--- src/common/rdt_pkg.sv ---
// Constants and types shared by the down timer design
// Notes on behaviour
// - Down count reaching zero raises interrupt
// - Up count reaching full scale raises interrupt
// - Any write to irq_clear clears pending interrupt
// - Time word: hours, minutes, seconds, 1/128 fields
// - Time layout applies to load and count
// - Sixteen-bit counter counting down from load
// - Prescale codes 1, 16, 256; 11 acts 00
// - Terminal count drives conversion start output
// - Load register read/write, resets zero
// - Live count read-only, resets all ones
// - Control bit 7 enables counting, reset off
// - Control bit 6 periodic, else free-running
package rdt_pkg;

  // ****************************************
  // Register map
  // ****************************************
  localparam logic [31:0] RDT_ADDR_RELOAD  = 32'hffff_0300;
  localparam logic [31:0] RDT_ADDR_LIVE    = 32'hffff_0304;
  localparam logic [31:0] RDT_ADDR_CTRL    = 32'hffff_0308;
  localparam logic [31:0] RDT_ADDR_CLR     = 32'hffff_030c;
  localparam logic [31:0] RDT_ADDR_STATUS  = 32'hffff_0310;
  localparam logic [31:0] RDT_ADDR_MASK    = 32'hffff_0314;
  localparam logic [31:0] RDT_ADDR_DIR     = 32'hffff_0318;

  // ****************************************
  // Reset values
  // ****************************************
  localparam logic [31:0] RDT_RST_RELOAD   = 32'h0000_0000;
  localparam logic [31:0] RDT_RST_LIVE     = 32'h0000_ffff;
  localparam logic [15:0] RDT_RST_CTRL     = 16'h0000;

  // ****************************************
  // Control fields
  // ****************************************
  localparam int          RDT_CTRL_EN      = 7;
  localparam int          RDT_CTRL_PER     = 6;
  localparam int          RDT_FMT_HI       = 5;
  localparam int          RDT_FMT_LO       = 4;
  localparam int          RDT_PRE_HI       = 3;
  localparam int          RDT_PRE_LO       = 2;
  localparam logic [15:0] RDT_CTRL_WMASK   = 16'h00fc;
  localparam logic [1:0]  RDT_FMT_TOD      = 2'b10;

  // ****************************************
  // Prescaler
  // ****************************************
  localparam logic [1:0]  RDT_PRE_DIV1     = 2'b00;
  localparam logic [1:0]  RDT_PRE_DIV16    = 2'b01;
  localparam logic [1:0]  RDT_PRE_DIV256   = 2'b10;
  localparam logic [7:0]  RDT_DIV16_LAST   = 8'h0f;
  localparam logic [7:0]  RDT_DIV256_LAST  = 8'hff;

  // ****************************************
  // Time-of-day layout
  // ****************************************
  localparam logic [31:0] RDT_TOD_MASK     = 32'hff3f_3f7f;
  localparam logic [31:0] RDT_TOD_FULL     = 32'hff3b_3b7f;
  localparam logic [5:0]  RDT_TOD_SEC_MAX  = 6'h3b;
  localparam logic [6:0]  RDT_TOD_FRAC_MAX = 7'h7f;
  localparam logic [15:0] RDT_BIN_FULL     = 16'hffff;

  typedef enum logic [1:0] {
    RDT_APB_IDLE = 2'b01,
    RDT_APB_ACK  = 2'b10
  } rdt_apb_e;

endpackage

--- src/core/rdt_prescale.sv ---
// Core clock prescaler producing one-cycle count ticks
`timescale 1ns/1ps
`default_nettype none
module rdt_prescale
  import rdt_pkg::*;
(
  // Clock and reset
  input  wire logic       pclk,
  input  wire logic       presetn,
  // Control
  input  wire logic       run,
  input  wire logic [1:0] sel,
  // Tick
  output logic            tick
);

  logic [7:0] cnt_q;
  logic [7:0] last;

  always_comb begin
    case (sel)
      RDT_PRE_DIV16:  last = RDT_DIV16_LAST;
      RDT_PRE_DIV256: last = RDT_DIV256_LAST;
      default:        last = 8'h00;
    endcase
  end

  // Held at zero while stopped so a restart gives a full first period
  always_ff @(posedge pclk or negedge presetn) begin
    if (!presetn) begin
      cnt_q <= 8'h00;
    end else if (!run || cnt_q >= last) begin
      cnt_q <= 8'h00;
    end else begin
      cnt_q <= cnt_q + 8'h01;
    end
  end

  assign tick = run && (cnt_q >= last);

endmodule
`default_nettype wire

--- src/core/rdt_tod_step.sv ---
// One step of the time-of-day word, up or down with carry
`timescale 1ns/1ps
`default_nettype none
module rdt_tod_step
  import rdt_pkg::*;
(
  // Word in and direction
  input  wire logic [31:0] cur,
  input  wire logic        up,
  // Stepped word
  output logic [31:0]      nxt
);

  logic [7:0] hr;
  logic [5:0] mn;
  logic [5:0] sc;
  logic [6:0] fr;

  always_comb begin
    hr = cur[31:24];
    mn = cur[21:16];
    sc = cur[13:8];
    fr = cur[6:0];
    if (up) begin
      if (fr != RDT_TOD_FRAC_MAX) begin
        fr = fr + 7'h01;
      end else begin
        fr = 7'h00;
        if (sc < RDT_TOD_SEC_MAX) begin
          sc = sc + 6'h01;
        end else begin
          sc = 6'h00;
          if (mn < RDT_TOD_SEC_MAX) begin
            mn = mn + 6'h01;
          end else begin
            mn = 6'h00;
            hr = hr + 8'h01;
          end
        end
      end
    end else begin
      if (fr != 7'h00) begin
        fr = fr - 7'h01;
      end else begin
        fr = RDT_TOD_FRAC_MAX;
        if (sc != 6'h00) begin
          sc = sc - 6'h01;
        end else begin
          sc = RDT_TOD_SEC_MAX;
          if (mn != 6'h00) begin
            mn = mn - 6'h01;
          end else begin
            mn = RDT_TOD_SEC_MAX;
            hr = hr - 8'h01;
          end
        end
      end
    end
    nxt = {hr, 2'b00, mn, 2'b00, sc, 1'b0, fr};
  end

endmodule
`default_nettype wire

--- src/core/rdt_timer.sv ---
// Down timer top: APB registers, counter, interrupt, trigger
`timescale 1ns/1ps
`default_nettype none
module rdt_timer
  import rdt_pkg::*;
(
  // Clock and reset
  input  wire logic        pclk,
  input  wire logic        presetn,
  // APB slave
  input  wire logic        psel,
  input  wire logic        penable,
  input  wire logic        pwrite,
  input  wire logic [31:0] paddr,
  input  wire logic [31:0] pwdata,
  input  wire logic [3:0]  pstrb,
  output logic [31:0]      prdata,
  output logic             pready,
  output logic             pslverr,
  // Events
  output logic             irq,
  output logic             adc_start
);

  // ****************************************
  // State
  // ****************************************
  rdt_apb_e    apb_q;
  logic [31:0] reload_value_q;
  logic [31:0] live_count_q;
  logic [31:0] live_count_d;
  logic [15:0] timer_control_q;
  logic        status_q;
  logic        mask_q;
  logic        dir_up_q;
  logic [31:0] prdata_q;
  logic        slverr_q;
  logic        adc_start_q;

  // ****************************************
  // Decode
  // ****************************************
  logic        setup;
  logic        access;
  logic        wr_en;
  logic        hit_reload;
  logic        hit_live;
  logic        hit_ctrl;
  logic        hit_clr;
  logic        hit_status;
  logic        hit_mask;
  logic        hit_dir;
  logic        mapped;

  assign setup      = psel && !penable;
  assign access     = psel && penable;
  assign hit_reload = (paddr == RDT_ADDR_RELOAD);
  assign hit_live   = (paddr == RDT_ADDR_LIVE);
  assign hit_ctrl   = (paddr == RDT_ADDR_CTRL);
  assign hit_clr    = (paddr == RDT_ADDR_CLR);
  assign hit_status = (paddr == RDT_ADDR_STATUS);
  assign hit_mask   = (paddr == RDT_ADDR_MASK);
  assign hit_dir    = (paddr == RDT_ADDR_DIR);
  assign mapped     = hit_reload || hit_live || hit_ctrl || hit_clr
                   || hit_status || hit_mask || hit_dir;

  // Writes take effect only on the access edge that sees pready
  assign wr_en = access && pready && pwrite && !pslverr;

  // ****************************************
  // Control fields
  // ****************************************
  logic       enabled;
  logic       periodic;
  logic       tod_fmt;
  logic [1:0] pre_sel;

  assign enabled  = timer_control_q[RDT_CTRL_EN];
  assign periodic = timer_control_q[RDT_CTRL_PER];
  assign tod_fmt  = (timer_control_q[RDT_FMT_HI:RDT_FMT_LO]
                     == RDT_FMT_TOD);
  assign pre_sel  = timer_control_q[RDT_PRE_HI:RDT_PRE_LO];

  // ****************************************
  // APB handshake
  // ****************************************
  // Read data is captured in the setup cycle so prdata comes from
  // a flip-flop and the access phase still needs no wait state.
  always_ff @(posedge pclk or negedge presetn) begin
    if (!presetn) begin
      apb_q <= RDT_APB_IDLE;
    end else begin
      case (apb_q)
        RDT_APB_IDLE: begin
          if (setup) begin
            apb_q <= RDT_APB_ACK;
          end
        end
        RDT_APB_ACK: begin
          if (access) begin
            apb_q <= RDT_APB_IDLE;
          end else if (!psel) begin
            apb_q <= RDT_APB_IDLE;
          end
        end
        default: begin
          apb_q <= RDT_APB_IDLE;
        end
      endcase
    end
  end

  assign pready  = access && (apb_q == RDT_APB_ACK);
  assign pslverr = pready && slverr_q;
  assign prdata  = prdata_q;

  always_ff @(posedge pclk or negedge presetn) begin
    if (!presetn) begin
      slverr_q <= 1'b0;
    end else if (setup) begin
      slverr_q <= !mapped || (!pwrite && hit_clr)
                 || (pwrite && hit_live);
    end
  end

  // ****************************************
  // Read mux
  // ****************************************
  logic [31:0] rd_mux;

  always_comb begin
    rd_mux = 32'h0000_0000;
    if (hit_reload) begin
      rd_mux = tod_fmt ? reload_value_q
                       : {16'h0000, reload_value_q[15:0]};
    end else if (hit_live) begin
      rd_mux = tod_fmt ? live_count_q
                       : {16'h0000, live_count_q[15:0]};
    end else if (hit_ctrl) begin
      rd_mux = {16'h0000, timer_control_q & RDT_CTRL_WMASK};
    end else if (hit_status) begin
      rd_mux = {31'h0000_0000, status_q};
    end else if (hit_mask) begin
      rd_mux = {31'h0000_0000, mask_q};
    end else if (hit_dir) begin
      rd_mux = {31'h0000_0000, dir_up_q};
    end
  end

  always_ff @(posedge pclk or negedge presetn) begin
    if (!presetn) begin
      prdata_q <= 32'h0000_0000;
    end else if (setup) begin
      prdata_q <= (pwrite) ? 32'h0000_0000 : rd_mux;
    end
  end

  // ****************************************
  // Software registers
  // ****************************************
  // Byte strobes are honoured on the stored registers; the clear
  // register reacts to any write at all.
  logic [31:0] wr_bytes;

  always_comb begin
    wr_bytes = {{8{pstrb[3]}}, {8{pstrb[2]}},
                {8{pstrb[1]}}, {8{pstrb[0]}}};
  end

  always_ff @(posedge pclk or negedge presetn) begin
    if (!presetn) begin
      reload_value_q <= RDT_RST_RELOAD;
    end else if (wr_en && hit_reload) begin
      if (tod_fmt) begin
        reload_value_q <= ((pwdata & wr_bytes)
                          | (reload_value_q & ~wr_bytes))
                          & RDT_TOD_MASK;
      end else begin
        reload_value_q <= {16'h0000,
                           (pwdata[15:0] & wr_bytes[15:0])
                           | (reload_value_q[15:0]
                              & ~wr_bytes[15:0])};
      end
    end
  end

  always_ff @(posedge pclk or negedge presetn) begin
    if (!presetn) begin
      timer_control_q <= RDT_RST_CTRL;
    end else if (wr_en && hit_ctrl && pstrb[0]) begin
      timer_control_q <= pwdata[15:0] & RDT_CTRL_WMASK;
    end
  end

  always_ff @(posedge pclk or negedge presetn) begin
    if (!presetn) begin
      mask_q <= 1'b0;
    end else if (wr_en && hit_mask && pstrb[0]) begin
      mask_q <= pwdata[0];
    end
  end

  always_ff @(posedge pclk or negedge presetn) begin
    if (!presetn) begin
      dir_up_q <= 1'b0;
    end else if (wr_en && hit_dir && pstrb[0]) begin
      dir_up_q <= pwdata[0];
    end
  end

  // ****************************************
  // Prescaler and step logic
  // ****************************************
  logic        tick;
  logic [31:0] tod_next;
  logic [31:0] step;
  logic [31:0] term;
  logic [31:0] reload_fmt;

  rdt_prescale u_prescale (
    .pclk    (pclk),
    .presetn (presetn),
    .run     (enabled),
    .sel     (pre_sel),
    .tick    (tick)
  );

  rdt_tod_step u_tod_step (
    .cur (live_count_q),
    .up  (dir_up_q),
    .nxt (tod_next)
  );

  always_comb begin
    if (tod_fmt) begin
      step       = tod_next;
      term       = dir_up_q ? RDT_TOD_FULL : 32'h0000_0000;
      reload_fmt = reload_value_q & RDT_TOD_MASK;
    end else if (dir_up_q) begin
      step       = {16'h0000, live_count_q[15:0] + 16'h0001};
      term       = {16'h0000, RDT_BIN_FULL};
      reload_fmt = {16'h0000, reload_value_q[15:0]};
    end else begin
      step       = {16'h0000, live_count_q[15:0] - 16'h0001};
      term       = 32'h0000_0000;
      reload_fmt = {16'h0000, reload_value_q[15:0]};
    end
  end

  // ****************************************
  // Counter
  // ****************************************
  // A load write also restarts the count from the new value, but not the
  // prescaler, so the first period is exact only with prescale code 00 or 11.
  logic at_term;
  logic hit_term;

  assign at_term = (live_count_q == term);

  always_comb begin
    live_count_d = live_count_q;
    if (wr_en && hit_reload) begin
      if (tod_fmt) begin
        live_count_d = ((pwdata & wr_bytes)
                       | (reload_value_q & ~wr_bytes))
                       & RDT_TOD_MASK;
      end else begin
        live_count_d = {16'h0000,
                        (pwdata[15:0] & wr_bytes[15:0])
                        | (reload_value_q[15:0]
                           & ~wr_bytes[15:0])};
      end
    end else if (tick) begin
      if (periodic && at_term) begin
        live_count_d = reload_fmt;
      end else begin
        live_count_d = step;
      end
    end
  end

  always_ff @(posedge pclk or negedge presetn) begin
    if (!presetn) begin
      live_count_q <= RDT_RST_LIVE;
    end else begin
      live_count_q <= live_count_d;
    end
  end

  // Event fires on the tick that lands on the terminal value
  assign hit_term = tick && !(wr_en && hit_reload)
                 && (live_count_d == term);

  // ****************************************
  // Interrupt
  // ****************************************
  logic clr_req;

  assign clr_req = wr_en && ((hit_clr)
                 || (hit_status && pstrb[0] && pwdata[0]));

  // A terminal event in the clearing cycle wins over the clear.
  always_ff @(posedge pclk or negedge presetn) begin
    if (!presetn) begin
      status_q <= 1'b0;
    end else if (hit_term) begin
      status_q <= 1'b1;
    end else if (clr_req) begin
      status_q <= 1'b0;
    end
  end

  // Clear takes effect on the next edge, so a read of the status
  // right after the clear write already shows it low.
  assign irq = status_q && mask_q;

  // ****************************************
  // Conversion trigger
  // ****************************************
  always_ff @(posedge pclk or negedge presetn) begin
    if (!presetn) begin
      adc_start_q <= 1'b0;
    end else begin
      adc_start_q <= hit_term;
    end
  end

  assign adc_start = adc_start_q;

endmodule
`default_nettype wire

--- config.mk ---
export PLATFORM = sky130hd
export DESIGN_NAME = rdt_timer
export DESIGN_NICKNAME = d
export VERILOG_FILES = /design/src/common/rdt_pkg.sv /design/src/core/rdt_prescale.sv /design/src/core/rdt_tod_step.sv /design/src/core/rdt_timer.sv
export SDC_FILE = /design/constraint.sdc
export NUM_CORES = 1
export LEC_CHECK = 0
export ABC_AREA = 1
export BUFFER_PORTS_ARGS = -buffer_cell sky130_fd_sc_hd__buf_4
export CAP_MARGIN = 5
export CORE_AREA = 2 2 155 157
export DETAILED_ROUTE_END_ITERATION = 10
export DIE_AREA = 0 0 157 159
export PLACE_DENSITY_LB_ADDON = 0.2
export SYNTH_ARGS = -nofsm -noshare
export SYNTH_HDL_FRONTEND = slang
export SYNTH_SLANG_ARGS = --single-unit
--- constraint.sdc ---
create_clock -name pclk -period 3.55 [get_ports pclk]
set_input_delay 0.5325 -clock pclk [delete_from_list [all_inputs] [get_ports pclk]]
set_output_delay 0.5325 -clock pclk [all_outputs]
set_load 0.01 [all_outputs]
==> out/qor.yml <==
yosys:
  syn_nets: 1614
  async_flop_share_pct: 100.0
  avgSynthCellArea_um2: 6.351
  syn_area_um2: 9577
  synth-main-ff-cell: "dfrtp_1"
  synth-seq-area-share_pct: 30.27
  synth_cell_types: 51
  yosys-top-cells-count: "nand2_1, inv_1, nand3_1"
  synth_mux_area_share_pct: 0.7055
  synth.top_cell.area_share_pct: 25.61
  synth_top_family_by_area: "simple AND/OR/NAND/NOR gates"
  yosys.area_share.adder_pct: 4.390
  synth_top_cell_by_area: "dfrtp_1"
  ys_seq_elements: 115
  synthTopCellsByArea: "dfrtp_1, nand2_1, nand3_1, o21ai_0, inv_1"
  synth.most_common_cell: "nand2_1"
  synth-compound-area-share_pct: 14.31
  synth_edf_count: 0
  netlist_instances: 1508
  ys_warn_count: 0
  synth_xor_xnor_area_share_pct: 0.9146
  synth-simple-area-share_pct: 39.39
global_route:
  use_met2_pct: 38.86
  gr-usage-met1_pct: 42.78
  met3_usage_pct: 4.273
  grt.overflow.total: 0
  grt_pass1_wl_um: 53070
  grt_pass1_vias: 9591
  busiest_layer: "met1"
  antenna_found_initial: 0
  grt_max_degree: 37
  track_usage_pct: 27.22
power:
  pwr_density_cell_nw_per_um2: 282.4
  peakVddDrop_mv: 0.2859
  power_leakage_uw: 0.005941
routing:
  dr.first_iter.drc_count: 1073
  route.detailed.drc: 0
  wl_per_cell_um: 17.18
  routed_wl_um: 33390
  via_count: 10500
  antenna_left: 0
  viasPerCell: 5.404
  dr.pass1.iters: 5
sta:
  hold-worst-slack_ps: 80.48
  setup_ws_ps: 329.9
  timing.fmax_mhz: 310.5
  hold_viol_final: 0
  setup_tns_ps: 0
  period_needed_ps: 3220
  finalCritPeriodShare_pct: 90.71
  slew_headroom_pct: 64.64
  slew_viol_final: 0
  rsz0062_at_grt: "false"
  setup_viol: 0
  finClkSkew_ps: 12.05
  tightest_slew_ps: 528.5
critical_path:
  crit_type: "flop to flop"
  timing.rr.end: "status_q$_DFFE_PN0P_"
  reg2reg_depth: 22
  crit_required_ps: 3890
  crit_chain: "inv_1 -> buf_4 -> ha_2 -> nand2_1 -> inv_2 -> nand2_1 -> nor2_1 -> nand3_2 -> nor2_8 -> nand3_4 -> buf_12 -> nand2_1 -> nand3_1 -> nand2_1 -> nand2_1 -> nand2_1 -> nand2_1 -> nor2_1 -> nand2_1 -> nand2_1 -> nand3_1 -> o21ai_1"
  cp_slowest_cell: "ha_2"
  path_max_fanout: 15
  cpMostUsedCell: "nand2_1"
  rrSetupSlack_ps: 330
  critPathCaptureType: "flop"
  r2r-start: "dir_up_q$_DFFE_PN0P_"
  cpPeakStageDelay_ps: 400
  worst-endpoint-arrival_ps: 3560
  start_kind: "flop"
status:
  outcome: "finished, final reports clean"
cts:
  clkSlewWorstSetupHoldPaths_ps: 60
  cts_sinks: 115
  cts_buffer_depth: 2
  htree_num_levels: 4
  clk_latency_ps: 430
  cts_tree: "done"
  clockRootBuffer: "clkbuf_16"
  cts_buffers: 17
final_layout:
  utilization_pct: 49.12
  drive_above_1_share_pct: 14.59
  area_growth_pct: 18.96
  nNetsFinal: 1717
  fill_cells: 2387
  antenna_cells: 0
floorplan:
  die_h_um: 159
  die_w_um: 157
  initial_core_util_pct: 41.29
  io_pins: 109
  die_area_um2: 24960
  fp.coreArea_um2: 23190
  rows: 56
placed_design:
  portBuffers: 106
  finalWeightedCongestion: 0.9782
  post-dp-hpwl_um: 25540
  dp_slack_ps: 226.8
hold_path:
  min_path_type: "input port to asynchronous set/reset pin"
run:
  cap_violations: 0
## per-layer routing
metal  wire length [um]  up-vias
met2              13860      462
met5                  0        -
met4                496        0
met3               2759       35
li1                   -     5187
met1              16270     4816
## stage by stage
stage / instances / power (uW) / area (um^2)
6_report: 1943 / 3217 / 11390
5_1_grt: 1943 / 3297 / 11390
4_1_cts: 1938 / 3235 / 11330
3_5_place_dp: 1906 / 1498 / 10750
3_3_place_gp: 1906 / 1495 / 10750
2_1_floorplan: 1508 / 1384 / 9577
## sequential cells by signal (all words and copies together), names as in the netlist
signal,count
adc_start,1
timer_control_q,6
u_prescale.cnt_q,8
live_count_q,32
apb_q,2
reload_value_q,30
prdata,32
mask_q,1
status_q,1
slverr_q,1
dir_up_q,1
## what timing repair did
| action | in CTS | in global routing |
|---|---|---|
| endpoints found under the setup margin | 0 | 2 |
| setup buffers | 0 | 5 |
| hold buffers | 0 | 0 |
| resized for setup | 0 | 3 |
## layout make-up
| type | count | area (um^2) | area share, % |
|---|---|---|---|
| sequential | 115 | 2899 | 25.45 |
| multi-input combinational | 1153 | 5733 | 50.32 |
| timing repair buffer | 139 | 1081 | 9.489 |
| tap | 319 | 399.1 | 3.504 |
| inverter | 185 | 695.7 | 6.107 |
| clock buffer | 18 | 429.2 | 3.767 |
| clock inverter | 14 | 155.1 | 1.362 |
## cells by family after synthesis
family / count (synthesis)
buffers and inverters: 240
xor gates and xnor gates: 10
muxes: 6
and+or+nand+nor: 856
adders and majority gates: 33
DFF: 115
AOI/OAI and AO/OA: 248
## worst max-delay path by stage
stage                                               from                    to  cells past startpoint
after floorplan                     dir_up_q$_DFFE_PN0P_  status_q$_DFFE_PN0P_                     24
after global placement              dir_up_q$_DFFE_PN0P_  status_q$_DFFE_PN0P_                     23
after detailed placement            dir_up_q$_DFFE_PN0P_  status_q$_DFFE_PN0P_                     23
after CTS                           dir_up_q$_DFFE_PN0P_  status_q$_DFFE_PN0P_                     23
after global routing      timer_control_q[2]$_DFFE_PN0P_  status_q$_DFFE_PN0P_                     23
final                               dir_up_q$_DFFE_PN0P_  status_q$_DFFE_PN0P_                     22
## worst max-delay path: cells and delay by family, from the launching register on
kind | cells | cell delay [ps]
and+or+nand+nor | 16 | 1710
adders and majority gates | 1 | 400
buffers and inverters | 4 | 510
AOI/OAI and AO/OA | 1 | 150
DFF | 1 | 340
## placed cells by master (no fill, tap or decap), types with 5 or more instances in the layout
master     synthesis  layout
nand2_2            7       7
inv_1            174     174
dfstp_2           17      17
a32o_1            13      13
o21ai_0          144     144
clkbuf_16          0      17
nand2_1          461     461
mux2_2             6       6
nor2_1           130     129
o211ai_1           5       5
ha_1              32      30
nand4_1           55      55
xor2_1             6       6
a21oi_1           64      64
nor2_2             4       5
o21ai_1            5       5
dfrtp_1           98      98
nand3_1          147     147
nor3b_1            5       5
nor2_4             5       5
inv_2              7       7
nor3_1            19      19
buf_4              5     136
## where the power goes
part / leakage [uW] / switching (uW) / internal (uW) / total [uW]
Sequential: 0.00137 / 0.626 / 1310 / 1310
Clock: 0.000287 / 699 / 1040 / 1740
Combinational: 0.00428 / 91.2 / 68.5 / 160
Total: 0.00594 / 791 / 2430 / 3220
(Power assumes the default switching activity.)
